$ cat config.mk
export PLATFORM = sky130hd
export DESIGN_NAME = fskcfg_regs
export DESIGN_NICKNAME = d
export VERILOG_FILES = /design/src/logic/fskcfg_pkg.sv /design/src/logic/fskcfg_regs.sv
export SDC_FILE = /design/constraint.sdc
export NUM_CORES = 1
export LEC_CHECK = 0
export ABC_AREA = 1
export BUFFER_PORTS_ARGS = -buffer_cell sky130_fd_sc_hd__buf_2
export CAP_MARGIN = 20
export CORE_MARGIN = 2
export CORE_UTILIZATION = 47
export CTS_BUF_LIST = sky130_fd_sc_hd__clkbuf_16
export DETAILED_ROUTE_END_ITERATION = 8
export GPL_TIMING_DRIVEN = 1
export PLACE_DENSITY = 0.79
export SYNTH_ARGS = -nofsm -noshare
export SYNTH_HDL_FRONTEND = slang
export SYNTH_SLANG_ARGS = --single-unit
$ cat constraint.sdc
create_clock -name i_clk -period 6.1 [get_ports i_clk]
set_input_delay 1.83 -clock i_clk [delete_from_list [all_inputs] [get_ports i_clk]]
set_output_delay 1.83 -clock i_clk [all_outputs]
set_load 0.005 [all_outputs]
$ cat src/logic/fskcfg_pkg.sv
// fskcfg_pkg: register map, field positions, reset values and rate table
// for the fsk baseband configuration register bank.
// assumes a 32-bit axi4-lite bus with one register per aligned word.

package fskcfg_pkg;

	// ==========================================================
	// register indices and byte addresses
	// ==========================================================
	localparam logic [11:0] RATE_INDEX_IDX   = 12'h160;
	localparam logic [11:0] FRAME_CODING_IDX = 12'h161;
	localparam logic [11:0] SHAPING_IDX      = 12'h162;
	localparam int          WORD_SHIFT       = 2;
	localparam logic [13:0] RATE_INDEX_ADDR   = {RATE_INDEX_IDX,   2'b00};
	localparam logic [13:0] FRAME_CODING_ADDR = {FRAME_CODING_IDX, 2'b00};
	localparam logic [13:0] SHAPING_ADDR      = {SHAPING_IDX,      2'b00};
	localparam int          REG_ADDR_BITS     = 14;

	// ==========================================================
	// reset values
	// ==========================================================
	localparam logic [7:0] RATE_INDEX_RESET   = 8'h00;
	localparam logic [7:0] FRAME_CODING_RESET = 8'h8C;
	localparam logic [7:0] SHAPING_RESET      = 8'h00;

	// ==========================================================
	// writable masks (reserved bits read zero)
	// ==========================================================
	localparam logic [7:0] RATE_INDEX_MASK   = 8'h1F;
	localparam logic [7:0] FRAME_CODING_MASK = 8'hFF;
	localparam logic [7:0] SHAPING_MASK      = 8'h03;

	// ==========================================================
	// field positions
	// ==========================================================
	localparam int MOD_INDEX_BIT    = 0;
	localparam int RATE_CODE_LSB    = 1;
	localparam int RATE_CODE_MSB    = 4;
	localparam int RX_FEC_EN_BIT    = 0;
	localparam int ENCODER_TYPE_BIT = 1;
	localparam int CRC_LEN_BIT      = 2;
	localparam int WHITENING_BIT    = 3;
	localparam int HDR_BIT1_BIT     = 4;
	localparam int HDR_BIT2_BIT     = 5;
	localparam int INTERLEAVE_BIT   = 6;
	localparam int RX_MS_CLEAR_BIT  = 7;
	localparam int TX_SHAPING_BIT   = 0;
	localparam int RX_SHAPING_BIT   = 1;

	// ==========================================================
	// data rates in units of 100 bps, indexed by rate code
	// ==========================================================
	localparam int RATE_W = 12;
	localparam logic [RATE_W-1:0] RATE_100BPS [16] = '{
		12'h1F4, 12'h3E8, 12'h5DC, 12'h7D0, 12'h064, 12'h0C8, 12'h000, 12'h000,
		12'h060, 12'h0C0, 12'h180, 12'h480, 12'h000, 12'h000, 12'h000, 12'h000
	};
	localparam logic [15:0] RATE_ALLOWED = 16'h0F3F;

	// ==========================================================
	// axi responses
	// ==========================================================
	localparam logic [1:0] RESP_OKAY   = 2'b00;
	localparam logic [1:0] RESP_SLVERR = 2'b10;

	typedef enum logic [1:0] {
		FSKCFG_SEL_RATE    = 2'b00,
		FSKCFG_SEL_CODING  = 2'b01,
		FSKCFG_SEL_SHAPING = 2'b10,
		FSKCFG_SEL_NONE    = 2'b11
	} fskcfg_sel_t;

endpackage

$ cat src/logic/fskcfg_regs.sv
// fskcfg_regs: three byte configuration registers for the fsk baseband,
// reached over axi4-lite, with decoded and registered config outputs.
// assumes synchronous inputs, one clock, asynchronous active-high reset.

`timescale 1ns/1ps
`default_nettype none

// Function
// 4-bit code selects FSK rate, others prohibited
// index bit selects modulation index 0.5/1.0
// rate/index and shaping registers reset zero
// frame-coding register resets to 8C hex
// software writes zeros to rate upper bits
// software writes zeros to shaping upper bits
// rx FEC enable bit turns decoding on
// mode bit selects NRNSC or RSC encoder
// CRC bit selects 32 or 16 bit
// auto-ACK reply uses received frame CRC length
// whitening bit enables transmit data whitening
// two bits copied to header bits 1,2
// NRNSC encoder requires interleaving enabled
// MS clear bit forces received MS zero
// rx shaping bit selects GFSK or FSK
// tx shaping bit selects GFSK or FSK
// CCA override uses its own rate/index
// reserved bits read back as zero
module fskcfg_regs #(
	parameter int ADDR_W = 16
) (
	input  wire logic                  i_clk,
	input  wire logic                  i_reset,
	input  wire logic [ADDR_W-1:0]     i_s_axi_awaddr,
	input  wire logic                  i_s_axi_awvalid,
	output logic                       o_s_axi_awready,
	input  wire logic [31:0]           i_s_axi_wdata,
	input  wire logic [3:0]            i_s_axi_wstrb,
	input  wire logic                  i_s_axi_wvalid,
	output logic                       o_s_axi_wready,
	output logic [1:0]                 o_s_axi_bresp,
	output logic                       o_s_axi_bvalid,
	input  wire logic                  i_s_axi_bready,
	input  wire logic [ADDR_W-1:0]     i_s_axi_araddr,
	input  wire logic                  i_s_axi_arvalid,
	output logic                       o_s_axi_arready,
	output logic [31:0]                o_s_axi_rdata,
	output logic [1:0]                 o_s_axi_rresp,
	output logic                       o_s_axi_rvalid,
	input  wire logic                  i_s_axi_rready,
	input  wire logic                  i_cca_rate_override,
	input  wire logic [3:0]            i_cca_rate_code,
	input  wire logic                  i_cca_mod_index_sel,
	input  wire logic                  i_ack_reply_active,
	input  wire logic                  i_ack_rx_crc_len_sel,
	input  wire logic                  i_rx_ms_bit,
	output logic [3:0]                 o_rate_code,
	output logic                       o_mod_index_sel,
	output logic [11:0]                o_rate_100bps,
	output logic                       o_rate_prohibited,
	output logic [3:0]                 o_cca_rate_code,
	output logic                       o_cca_mod_index_sel,
	output logic [11:0]                o_cca_rate_100bps,
	output logic                       o_cca_rate_prohibited,
	output logic                       o_rx_fec_en,
	output logic                       o_encoder_type_sel,
	output logic                       o_crc_len_sel,
	output logic                       o_whitening_en,
	output logic                       o_hdr_bit1_tx,
	output logic                       o_hdr_bit2_tx,
	output logic                       o_interleave_en,
	output logic                       o_interleave_conflict,
	output logic                       o_rx_ms_clear,
	output logic                       o_rx_ms_bit,
	output logic                       o_rx_shaping_sel,
	output logic                       o_tx_shaping_sel
);

	// ==========================================================
	// elaboration checks
	// ==========================================================
	if (ADDR_W < fskcfg_pkg::REG_ADDR_BITS) begin : g_addr_check
		$error("ADDR_W too narrow for the register map");
	end

	// ==========================================================
	// decoding helpers
	// ==========================================================
	function automatic fskcfg_pkg::fskcfg_sel_t addr_to_sel(input logic [ADDR_W-1:0] addr);
		fskcfg_pkg::fskcfg_sel_t sel;
		sel = fskcfg_pkg::FSKCFG_SEL_NONE;
		if ((addr >> fskcfg_pkg::REG_ADDR_BITS) == '0) begin
			if (addr[fskcfg_pkg::REG_ADDR_BITS-1:0] == fskcfg_pkg::RATE_INDEX_ADDR)
				sel = fskcfg_pkg::FSKCFG_SEL_RATE;
			else if (addr[fskcfg_pkg::REG_ADDR_BITS-1:0] == fskcfg_pkg::FRAME_CODING_ADDR)
				sel = fskcfg_pkg::FSKCFG_SEL_CODING;
			else if (addr[fskcfg_pkg::REG_ADDR_BITS-1:0] == fskcfg_pkg::SHAPING_ADDR)
				sel = fskcfg_pkg::FSKCFG_SEL_SHAPING;
		end
		return sel;
	endfunction

	function automatic logic [11:0] rate_lookup(input logic [3:0] code);
		return fskcfg_pkg::RATE_100BPS[code];
	endfunction

	function automatic logic rate_bad(input logic [3:0] code);
		return !fskcfg_pkg::RATE_ALLOWED[code];
	endfunction

	// ==========================================================
	// write channel
	// ==========================================================
	logic                    aw_full_reg;
	logic                    aw_full_next;
	logic [ADDR_W-1:0]       awaddr_reg;
	logic [ADDR_W-1:0]       awaddr_next;
	logic                    w_full_reg;
	logic                    w_full_next;
	logic [7:0]              wbyte_reg;
	logic [7:0]              wbyte_next;
	logic                    wlane_reg;
	logic                    wlane_next;
	logic                    bvalid_reg;
	logic                    bvalid_next;
	logic [1:0]              bresp_reg;
	logic [1:0]              bresp_next;
	logic                    commit;
	fskcfg_pkg::fskcfg_sel_t wsel;

	assign o_s_axi_awready = !aw_full_reg && !bvalid_reg;
	assign o_s_axi_wready  = !w_full_reg && !bvalid_reg;
	assign o_s_axi_bvalid  = bvalid_reg;
	assign o_s_axi_bresp   = bresp_reg;
	assign commit          = aw_full_reg && w_full_reg && !bvalid_reg;
	assign wsel            = addr_to_sel(awaddr_reg);

	always_comb begin
		aw_full_next = aw_full_reg;
		awaddr_next  = awaddr_reg;
		w_full_next  = w_full_reg;
		wbyte_next   = wbyte_reg;
		wlane_next   = wlane_reg;
		bvalid_next  = bvalid_reg;
		bresp_next   = bresp_reg;
		if (i_s_axi_awvalid && o_s_axi_awready) begin
			aw_full_next = 1'b1;
			awaddr_next  = i_s_axi_awaddr;
		end
		if (i_s_axi_wvalid && o_s_axi_wready) begin
			w_full_next = 1'b1;
			wbyte_next  = i_s_axi_wdata[7:0];
			wlane_next  = i_s_axi_wstrb[0];
		end
		if (commit) begin
			aw_full_next = 1'b0;
			w_full_next  = 1'b0;
			bvalid_next  = 1'b1;
			bresp_next   = (wsel == fskcfg_pkg::FSKCFG_SEL_NONE) ?
				fskcfg_pkg::RESP_SLVERR : fskcfg_pkg::RESP_OKAY;
		end else if (bvalid_reg && i_s_axi_bready) begin
			bvalid_next = 1'b0;
		end
	end

	always_ff @(posedge i_clk or posedge i_reset) begin
		if (i_reset) begin
			aw_full_reg <= 1'b0;
			awaddr_reg  <= '0;
			w_full_reg  <= 1'b0;
			wbyte_reg   <= 8'h00;
			wlane_reg   <= 1'b0;
			bvalid_reg  <= 1'b0;
			bresp_reg   <= fskcfg_pkg::RESP_OKAY;
		end else begin
			aw_full_reg <= aw_full_next;
			awaddr_reg  <= awaddr_next;
			w_full_reg  <= w_full_next;
			wbyte_reg   <= wbyte_next;
			wlane_reg   <= wlane_next;
			bvalid_reg  <= bvalid_next;
			bresp_reg   <= bresp_next;
		end
	end

	// ==========================================================
	// configuration registers
	// ==========================================================
	logic [7:0] rate_index_reg;
	logic [7:0] rate_index_next;
	logic [7:0] frame_coding_reg;
	logic [7:0] frame_coding_next;
	logic [7:0] shaping_reg;
	logic [7:0] shaping_next;

	always_comb begin
		rate_index_next   = rate_index_reg;
		frame_coding_next = frame_coding_reg;
		shaping_next      = shaping_reg;
		if (commit && wlane_reg) begin
			unique case (wsel)
				fskcfg_pkg::FSKCFG_SEL_RATE:
					rate_index_next = wbyte_reg & fskcfg_pkg::RATE_INDEX_MASK;
				fskcfg_pkg::FSKCFG_SEL_CODING:
					frame_coding_next = wbyte_reg & fskcfg_pkg::FRAME_CODING_MASK;
				fskcfg_pkg::FSKCFG_SEL_SHAPING:
					shaping_next = wbyte_reg & fskcfg_pkg::SHAPING_MASK;
				fskcfg_pkg::FSKCFG_SEL_NONE: begin
				end
			endcase
		end
	end

	always_ff @(posedge i_clk or posedge i_reset) begin
		if (i_reset) begin
			rate_index_reg   <= fskcfg_pkg::RATE_INDEX_RESET;
			frame_coding_reg <= fskcfg_pkg::FRAME_CODING_RESET;
			shaping_reg      <= fskcfg_pkg::SHAPING_RESET;
		end else begin
			rate_index_reg   <= rate_index_next;
			frame_coding_reg <= frame_coding_next;
			shaping_reg      <= shaping_next;
		end
	end

	// ==========================================================
	// read channel
	// ==========================================================
	logic                    rvalid_reg;
	logic                    rvalid_next;
	logic [31:0]             rdata_reg;
	logic [31:0]             rdata_next;
	logic [1:0]              rresp_reg;
	logic [1:0]              rresp_next;
	fskcfg_pkg::fskcfg_sel_t rsel;

	assign o_s_axi_arready = !rvalid_reg;
	assign o_s_axi_rvalid  = rvalid_reg;
	assign o_s_axi_rdata   = rdata_reg;
	assign o_s_axi_rresp   = rresp_reg;
	assign rsel            = addr_to_sel(i_s_axi_araddr);

	always_comb begin
		rvalid_next = rvalid_reg;
		rdata_next  = rdata_reg;
		rresp_next  = rresp_reg;
		if (i_s_axi_arvalid && o_s_axi_arready) begin
			rvalid_next = 1'b1;
			rresp_next  = fskcfg_pkg::RESP_OKAY;
			unique case (rsel)
				fskcfg_pkg::FSKCFG_SEL_RATE:    rdata_next = {24'h000000, rate_index_reg};
				fskcfg_pkg::FSKCFG_SEL_CODING:  rdata_next = {24'h000000, frame_coding_reg};
				fskcfg_pkg::FSKCFG_SEL_SHAPING: rdata_next = {24'h000000, shaping_reg};
				fskcfg_pkg::FSKCFG_SEL_NONE: begin
					rdata_next = 32'h00000000;
					rresp_next = fskcfg_pkg::RESP_SLVERR;
				end
			endcase
		end else if (rvalid_reg && i_s_axi_rready) begin
			rvalid_next = 1'b0;
		end
	end

	always_ff @(posedge i_clk or posedge i_reset) begin
		if (i_reset) begin
			rvalid_reg <= 1'b0;
			rdata_reg  <= 32'h00000000;
			rresp_reg  <= fskcfg_pkg::RESP_OKAY;
		end else begin
			rvalid_reg <= rvalid_next;
			rdata_reg  <= rdata_next;
			rresp_reg  <= rresp_next;
		end
	end

	// ==========================================================
	// configuration outputs
	// ==========================================================
	// the upper bits of rate/index and shaping are masked on write, so
	// software that breaks the write-zero convention still sees zeros
	logic [3:0]  rate_code;
	logic [3:0]  cca_code;
	logic        cca_index;
	logic [3:0]  rate_code_reg;
	logic        mod_index_reg;
	logic [11:0] rate_100bps_reg;
	logic        rate_bad_reg;
	logic [3:0]  cca_code_reg;
	logic        cca_index_reg;
	logic [11:0] cca_100bps_reg;
	logic        cca_bad_reg;
	logic [7:0]  coding_out_reg;
	logic        crc_len_reg;
	logic        conflict_reg;
	logic        rx_ms_reg;
	logic [1:0]  shaping_out_reg;
	logic [3:0]  rate_code_next;
	logic        mod_index_next;
	logic [11:0] rate_100bps_next;
	logic        rate_bad_next;
	logic [3:0]  cca_code_next;
	logic        cca_index_next;
	logic [11:0] cca_100bps_next;
	logic        cca_bad_next;
	logic [7:0]  coding_out_next;
	logic        crc_len_next;
	logic        conflict_next;
	logic        rx_ms_next;
	logic [1:0]  shaping_out_next;

	assign rate_code = rate_index_reg[fskcfg_pkg::RATE_CODE_MSB:fskcfg_pkg::RATE_CODE_LSB];
	assign cca_code  = i_cca_rate_override ? i_cca_rate_code : rate_code;
	assign cca_index = i_cca_rate_override ? i_cca_mod_index_sel :
		rate_index_reg[fskcfg_pkg::MOD_INDEX_BIT];

	always_comb begin
		rate_code_next   = rate_code;
		mod_index_next   = rate_index_reg[fskcfg_pkg::MOD_INDEX_BIT];
		rate_100bps_next = rate_lookup(rate_code);
		rate_bad_next    = rate_bad(rate_code);
		cca_code_next    = cca_code;
		cca_index_next   = cca_index;
		cca_100bps_next  = rate_lookup(cca_code);
		cca_bad_next     = rate_bad(cca_code);
		coding_out_next  = frame_coding_reg;
		crc_len_next     = i_ack_reply_active ? i_ack_rx_crc_len_sel :
			frame_coding_reg[fskcfg_pkg::CRC_LEN_BIT];
		conflict_next    = !frame_coding_reg[fskcfg_pkg::ENCODER_TYPE_BIT] &&
			!frame_coding_reg[fskcfg_pkg::INTERLEAVE_BIT];
		rx_ms_next       = i_rx_ms_bit &&
			!frame_coding_reg[fskcfg_pkg::RX_MS_CLEAR_BIT];
		shaping_out_next = shaping_reg[1:0];
	end

	always_ff @(posedge i_clk or posedge i_reset) begin
		if (i_reset) begin
			rate_code_reg   <= 4'h0;
			mod_index_reg   <= 1'b0;
			rate_100bps_reg <= 12'h000;
			rate_bad_reg    <= 1'b0;
			cca_code_reg    <= 4'h0;
			cca_index_reg   <= 1'b0;
			cca_100bps_reg  <= 12'h000;
			cca_bad_reg     <= 1'b0;
			coding_out_reg  <= fskcfg_pkg::FRAME_CODING_RESET;
			crc_len_reg     <= 1'b0;
			conflict_reg    <= 1'b0;
			rx_ms_reg       <= 1'b0;
			shaping_out_reg <= 2'h0;
		end else begin
			rate_code_reg   <= rate_code_next;
			mod_index_reg   <= mod_index_next;
			rate_100bps_reg <= rate_100bps_next;
			rate_bad_reg    <= rate_bad_next;
			cca_code_reg    <= cca_code_next;
			cca_index_reg   <= cca_index_next;
			cca_100bps_reg  <= cca_100bps_next;
			cca_bad_reg     <= cca_bad_next;
			coding_out_reg  <= coding_out_next;
			crc_len_reg     <= crc_len_next;
			conflict_reg    <= conflict_next;
			rx_ms_reg       <= rx_ms_next;
			shaping_out_reg <= shaping_out_next;
		end
	end

	assign o_rate_code           = rate_code_reg;
	assign o_mod_index_sel       = mod_index_reg;
	assign o_rate_100bps         = rate_100bps_reg;
	assign o_rate_prohibited     = rate_bad_reg;
	assign o_cca_rate_code       = cca_code_reg;
	assign o_cca_mod_index_sel   = cca_index_reg;
	assign o_cca_rate_100bps     = cca_100bps_reg;
	assign o_cca_rate_prohibited = cca_bad_reg;
	assign o_rx_fec_en           = coding_out_reg[fskcfg_pkg::RX_FEC_EN_BIT];
	assign o_encoder_type_sel    = coding_out_reg[fskcfg_pkg::ENCODER_TYPE_BIT];
	assign o_crc_len_sel         = crc_len_reg;
	assign o_whitening_en        = coding_out_reg[fskcfg_pkg::WHITENING_BIT];
	assign o_hdr_bit1_tx         = coding_out_reg[fskcfg_pkg::HDR_BIT1_BIT];
	assign o_hdr_bit2_tx         = coding_out_reg[fskcfg_pkg::HDR_BIT2_BIT];
	assign o_interleave_en       = coding_out_reg[fskcfg_pkg::INTERLEAVE_BIT];
	assign o_interleave_conflict = conflict_reg;
	assign o_rx_ms_clear         = coding_out_reg[fskcfg_pkg::RX_MS_CLEAR_BIT];
	assign o_rx_ms_bit           = rx_ms_reg;
	assign o_tx_shaping_sel      = shaping_out_reg[fskcfg_pkg::TX_SHAPING_BIT];
	assign o_rx_shaping_sel      = shaping_out_reg[fskcfg_pkg::RX_SHAPING_BIT];

endmodule

`default_nettype wire

# ---- Word level (Yosys, flattened, before mapping)
# Memory sizes are Yosys's and may differ from the RTL's. A register that Yosys moved wholly into a read port is not among the register bits.
# Index checks and enable logic that the tools add are counted.
# Widths: inputs -> output; s select.
dict set report op_classes {
  n_bitwise 2
  n_lt_le_gt_ge 2
  n_reduce_logical 32
  eq_ne 12
  muxes 24
}
# cell n
set op_table {}
lappend op_table {{$pmux 32 s4} 1}
lappend op_table {{$eq 14x11->1 const B} 6}
lappend op_table {{$logic_not 16->1} 2}
lappend op_table {{$mux 2} 8}
lappend op_table {{$mux 1} 14}
lappend op_table {{$logic_and 1x1->1} 12}
lappend op_table {{$lt 4x5->1 const B} 2}
lappend op_table {{$not 4->5} 2}
lappend op_table {{$logic_not 1->1} 9}
lappend op_table {{$eq 2x2->1 const B} 4}
lappend op_table {{$reduce_bool 2->1} 4}
lappend op_table {{$reduce_and 2->1} 3}
lappend op_table {{$eq 2x1->1 const B} 2}
lappend op_table {{$logic_not 2->1} 2}
lappend op_table {{$mux 4} 1}
dict set report totals {
  in_bits 84
  memories 4
  ff_bits 105
  romBits 416
}
# memory depth width rd rd_ports_with_merged_regs wr line
set mem_list {}
lappend mem_list {{(no name shown)} 16 12 1 1 0 fskcfg_regs.sv:102} ;# return fskcfg_pkg::RATE_100BPS[code];
lappend mem_list {{(no name shown)} 16 12 1 1 0 fskcfg_regs.sv:102}
lappend mem_list {{(no name shown)} 16 1 1 0 0 fskcfg_regs.sv:106} ;# return !fskcfg_pkg::RATE_ALLOWED[code];
lappend mem_list {{(no name shown)} 16 1 1 0 0 fskcfg_regs.sv:106}

# ---- Logic depth before layout (Yosys ltp)
# Gate-level depths: netlist of run 1.
dict set report logic_depth {
  depth_word 7
  depth_mapped 10
  depth_no_buf 9
}

# ---- Worst setup path after synthesis of run 1
# OpenSTA, ideal clock, no wires.
dict set report synth_path {
  path_type {input to register}
  startpoint {input port i_cca_rate_override}
  endpoint {register cca_100bps_reg[7] (netlist: o_cca_rate_100bps[7])}
  required_ns 5.966
  setup_time_ns 0.134
  arrival_time_ns 2.830
  setup_slack_ns 3.136
  cell_stages 7
  cell_sequence {inv_2 > or2_1 > o21ai_0 > inv_1 > ha_1 > o21ai_0 > o21ai_0}
}
dict set report synth_via {
  elab_chain_len 2
}
# item line
set synth_lines {}
lappend synth_lines {{start: declaration} fskcfg_regs.sv:49} ;# input wire logic i_cca_rate_override,
lappend synth_lines {{$mux 4} fskcfg_regs.sv:310} ;# assign cca_code = i_cca_rate_override ? i_cca_rate_code : rate_code;
lappend synth_lines {{net cca_code[0]} fskcfg_regs.sv:280} ;# logic [3:0] cca_code;
lappend synth_lines {{$not 4->5 (not written as such)} fskcfg_regs.sv:102}
lappend synth_lines {{end: declaration} fskcfg_regs.sv:288} ;# logic [11:0] cca_100bps_reg;
# The timed path passes the listed nets, and every way through them passes these cells.
# A chain may end at the register's enable or synchronous reset.

# ---- Final worst setup path of run 1
# Same ends and word-level chain as after synthesis.

==> impl_metrics.yaml, run 1 <==
worst_setup_path:
  crit_required_ps: 6290
  crit_path_end_kind: "flop"
  criticalPathCategory: "input pin to flop"
  worstPathArrival_ps: 3300
  critPathSlowestCell: "ha_1"
  path_common_cell: "o21ai_0"
  critPathTopFamily: "compound AO/OA/AOI/OAI gates"
  crit_buf_inv: 3
  worstPathCellList: "buf_2, inv_2, or2_1, o21ai_0, inv_1, ha_1, o21ai_0, o21ai_0"
  cp_max_fo: 8
  cpPeakStageDelay_ps: 260
  critPathLaunchType: "input pin"
clocking:
  clock_latency_ps: 330
  cts_root_buf: "clkbuf_16"
  cts_buffer_depth: 2
  cts_buffers: 9
  clkTransAtPathRegs_ps: 70
  cts_max_level: 3
  cts_hold_buf: 0
  cts_sinks: 96
  cts_tree: "done"
  postCtsSetupBuffers: 0
  cts-resized-gates: 0
run:
  maxCapViolCount: 0
layout:
  final_cell_mix: "113 x buf_2, 91 x dfrtp_1, 55 x nand2_1"
  fin_util: 0.593
  layout-drive-gt1-share: 0.317
  largest_register_ffs: 16
  num_antenna_cells: 0
  fin_nets: 601
  mostFrequentLayoutCell: "buf_2"
  synthToLayoutAreaGrowth_pct: 21.6
  stdcell_area_um2: 4870
synth:
  yosysWarnings: 0
  syn_area_per_cell_um2: 10.2
  muxShareOfSynthArea: 0.0394
  ys.flop_type: "dfrtp_1"
  synth_edf_count: 0
  synth.yosys.seq_area_share: 0.602
  synth_top_family_by_area: "simple AND/OR/NAND/NOR gates"
  synth_fa_ha_area_frac: 0.0250
  synth_cell_types: 28
  synth_compound_area_frac: 0.0675
  synthXorXnorAreaFrac: 0
  synth_simple_gate_area_frac: 0.155
  synth_seq_cells: 96
  ys_async_sr_fraction: 1.00
  syn-cell-area_um2: 4000
  synth_cells: 392
timing:
  max_freq_mhz: 322
  rsz0062_at_grt: "no"
  relSlewSlack: 0.428
  finalMaxSlewViolations: 0
  fin_worst_skew_ps: 6.26
  setup_violations: 0
  min_period_ps: 3110
  finalHoldViolCount: 0
  finalCritPeriodShare: 0.510
  worst_pin_slew_ps: 857
  fin_tns_setup_ps: 0
placement:
  dpl-instance-area_um2: 4550
  numPortBuffers: 113
  dpl.hpwl_mm: 5.61
  gp_congestion: 0.807
power:
  p_clk_frac: 0.350
  p_sw_mw: 0.441
  power_mw: 1.68
  power.leakage_nw: 2.57
  pwr-share-seq: 0.477
  internal-power_mw: 1.24
  power.density_nw_per_um2: 345
  comb_power_share: 0.174
  p_sw_frac: 0.263
  ir_worst_vdd_mv: 0.220
route:
  drc: 0
  drt_iter0_markers: 98
  wl_per_cell_um: 12.1
  vias_per_cell: 4.73
  vias: 2926
  drtPass1Iterations: 4
  drtAntennaViolNets: 0
  totalWireLength_mm: 7.47
grt:
  grt_pass1_vias: 2704
  grt_use_total: 0.171
  overflow: 0
  grt_pass1_wl_mm: 12.2
  antenna_found_initial: 0
  grt_start_max_net_pins: 75
floorplan:
  pin_count: 173
  die_h_um: 96.3
  row_count: 33
  start_util: 0.487
  die_x_um: 96.3
  core_area_um2: 8220
  dieArea_um2: 9270
outcome:
  outcome: "finished clean"
worst_hold_path:
  holdCritPathClass: "flop to flop"
==> final timing paths <==
kind	startpoint	to	depth (start not counted)	slack, ps
max	i_cca_rate_override	o_cca_rate_100bps[7]	8	2990
min reg2reg	coding_out_next[3]	coding_out_reg[3]	0	380
min	coding_out_next[3]	coding_out_reg[3]	0	380
max in group asynchronous	i_reset	o_rate_100bps[7]	3	3510
max reg2reg	rate_index_reg[1]	o_cca_rate_100bps[7]	5	4160
min in group asynchronous	i_reset	awaddr_reg[4]	2	1440
==> synth_stat cells, types with 2 or more instances <==
cell / instances / share of area
ha_1: 8 / 0.025
dfstp_2: 5 / 0.033
o21ai_2: 2 / 0.0044
nand3_1: 9 / 0.011
inv_2: 4 / 0.0038
clkbuf_1: 3 / 0.0028
buf_2: 2 / 0.0025
dfrtp_1: 91 / 0.57
mux2_2: 14 / 0.039
nor3_1: 2 / 0.0025
nand2_1: 55 / 0.052
buf_4: 33 / 0.062
o21ai_0: 31 / 0.039
or2_1: 2 / 0.0031
a21oi_1: 17 / 0.021
nand4_1: 14 / 0.022
nor2_2: 2 / 0.0031
or2_2: 4 / 0.0063
inv_1: 39 / 0.037
nor2_1: 47 / 0.044
==> metal layers <==
| metal | part of all wire | track usage | vias up |
|---|---|---|---|
| met5 | 0 | 0 | - |
| met4 | 0.016 | 0.0548 | 0 |
| met3 | 0.068 | 0.0337 | 11 |
| met2 | 0.49 | 0.291 | 116 |
| met1 | 0.42 | 0.219 | 1372 |
| li1 | - | - | 1427 |
==> power by group through the flow <==
| stage | clock network (mW) | registers, mW | logic (mW) |
|---|---|---|---|
| after global routing | 0.632 | 0.817 | 0.342 |
| final | 0.587 | 0.800 | 0.292 |
| after detailed placement | 0 | 0.815 | 0.296 |
| after floorplan | 0 | 0.803 | 0.218 |
| after global placement | 0 | 0.807 | 0.280 |
| after CTS | 0.601 | 0.803 | 0.297 |
==> cells by family after synthesis <==
group	Yosys count
and+or+nand+nor	139
other	1
buffers and inverters	82
muxes	14
DFF	96
AOI/OAI and AO/OA	52
adders and majority gates	8
==> through the flow <==
stage	hold slack, ps	cells	setup WS, ps
detailed placement	377	603	2700
global placement	373	603	2790
CTS	379	619	3020
floorplan	361	423	1770
global route	380	619	2820
finish	381	619	2990
==> layout make-up <==
class / count / area, µm²
inverters: 43 / 164
fillers: 698 / 3350
clock inverters: 7 / 97.6
clock buffers: 9 / 225
well taps: 105 / 131
flip-flops and latches: 96 / 2410
repair buffers: 114 / 573
multi-input cells: 245 / 1270
No activity file was read; power rests on OpenSTA's default activity.
==> inputs of run 2 (changes only) <==
==> constraint.sdc (replaced) <==
create_clock -name i_clk -period 3.1 [get_ports i_clk]
set_input_delay 0.93 -clock i_clk [delete_from_list [all_inputs] [get_ports i_clk]]
set_output_delay 0.93 -clock i_clk [all_outputs]
set_load 0.005 [all_outputs]
==> run 2 against run 1 <==
Worst setup slack lost 2000 ps. Count of clock-buffer cells in the layout unchanged. Routed wire length increased by 2.8%. Sequential share of layout area is 0.15 points higher. Non-clock buffer count unchanged. Largest power group unchanged. Final cell count did not move. Total power up 92%.
==> impl_metrics.yaml, run 2 (synthesis results as in run 1) <==
outcome:
  outcome: "finished clean"
worst_setup_path:
  critPathLaunchType: "input pin"
  critPathSlowestCell: "ha_1"
  startpoint: "i_cca_rate_override"
  worstPathArrival_ps: 2320
  path_common_cell: "o21ai_0"
  r2r_slack_ps: 1220
  criticalPathCategory: "input pin to flop"
  worstPathCellList: "buf_2, inv_2, or2_1, o21ai_0, inv_1, ha_1, o21ai_0, o21ai_0"
  crit_buf_inv: 3
  crit_required_ps: 3300
  crit_path_end_kind: "flop"
  cpPeakStageDelay_ps: 260
  critPathTopFamily: "compound AO/OA/AOI/OAI gates"
  cp_max_fo: 8
  r2r_start: "rate_index_reg[1]"
clocking:
  postCtsSetupBuffers: 0
  cts_buffer_depth: 2
  cts_sinks: 96
  cts_hold_buf: 0
  clock_latency_ps: 330
  cts_buffers: 9
  cts-resized-gates: 0
  cts_root_buf: "clkbuf_16"
  cts_tree: "done"
  clkTransAtPathRegs_ps: 70
  cts_max_level: 3
route:
  drtAntennaViolNets: 0
  drc: 0
  totalWireLength_mm: 7.68
  drt_iter0_markers: 185
  wl_per_cell_um: 12.4
  vias_per_cell: 4.73
  drtPass1Iterations: 4
  vias: 2930
worst_hold_path:
  holdCritPathClass: "flop to flop"
  min_from: "coding_out_next[3]"
layout:
  fin_nets: 601
  mostFrequentLayoutCell: "buf_2"
  largest_register_ffs: 16
  layout-drive-gt1-share: 0.315
  fillers: 719
  final_cell_mix: "113 x buf_2, 91 x dfrtp_1, 55 x nand2_1"
  num_antenna_cells: 0
  synthToLayoutAreaGrowth_pct: 21.3
grt:
  grt_pass1_vias: 2687
  grt_use_total: 0.168
  grt_start_max_net_pins: 97
  antenna_found_initial: 0
  overflow: 0
  grt_pass1_wl_mm: 11.9
placement:
  gp_congestion: 0.848
  dpl.hpwl_mm: 5.55
  pre_cts_slack_ps: 644
  numPortBuffers: 113
timing:
  worst_pin_slew_ps: 764
  finalMaxSlewViolations: 0
  max_freq_mhz: 472
  worst_slack_ps: 981
  fin_worst_skew_ps: 7.17
  rsz0062_at_grt: "no"
  relSlewSlack: 0.489
  setup_violations: 0
  finalCritPeriodShare: 0.683
  finalHoldViolCount: 0
  min_period_ps: 2120
  fin_tns_setup_ps: 0
run:
  maxCapViolCount: 0
floorplan:
  die_x_um: 96.3
  start_util: 0.487
  pin_count: 173
  core_area_um2: 8220
  row_count: 33
  die_h_um: 96.3
  dieArea_um2: 9270
power:
  ir_worst_vdd_mv: 0.420
  power.density_nw_per_um2: 664
  power_mw: 3.22
  power.leakage_nw: 2.56
## run 2: path summary, 6_finish.rpt
check | to | depth (start not counted)
setup / recovery | o_cca_rate_100bps[7] | 8
hold / removal | coding_out_reg[3] | 0
setup reg to reg | o_cca_rate_100bps[7] | 5
hold reg to reg | coding_out_reg[3] | 0
max in group asynchronous | coding_out_next[7] | 3
min in group asynchronous | o_cca_rate_prohibited | 3
## run 2: metrics by stage
stage,instances,area [µm²],hold slack (ps),utilization
detailed placement,603,4560,372,0.555
CTS,619,4850,383,0.591
floorplan,423,4120,361,-
global placement,603,4560,373,0.555
global route,619,4850,390,0.591
finish,619,4850,384,0.591
## run 2: final cells by class
class | instances | area, µm² | share of cell area
clock buffer | 9 | 225 | 0.0464
clock inverter | 7 | 68.8 | 0.0142
inverter | 43 | 165 | 0.0340
multi-input combinational | 245 | 1270 | 0.261
sequential | 96 | 2410 | 0.496
tap | 105 | 131 | 0.0271
timing repair buffer | 114 | 586 | 0.121
## run 2: worst reg2reg max path, stage by stage (launching register included)
cell,delay [ps]
dfrtp_1,510
o21ai_0,480
inv_1,190
ha_1,260
o21ai_0,200
o21ai_0,110
## run 2: routing by layer
layer | up-vias | GRT usage | wire [µm]
li1 | 1428 | - | -
met5 | - | 0 | 0
met3 | 11 | 0.0423 | 678
met4 | 0 | 0.0679 | 107
met2 | 136 | 0.275 | 3730
met1 | 1355 | 0.214 | 3160
## run 2: where the power goes
group	switching, mW	internal, mW	total, mW	leakage, nW
sequential	0.100	1.47	1.57	1.17
clock	0.455	0.625	1.08	0.145
combinational	0.315	0.256	0.570	1.25
total	0.870	2.35	3.22	2.56
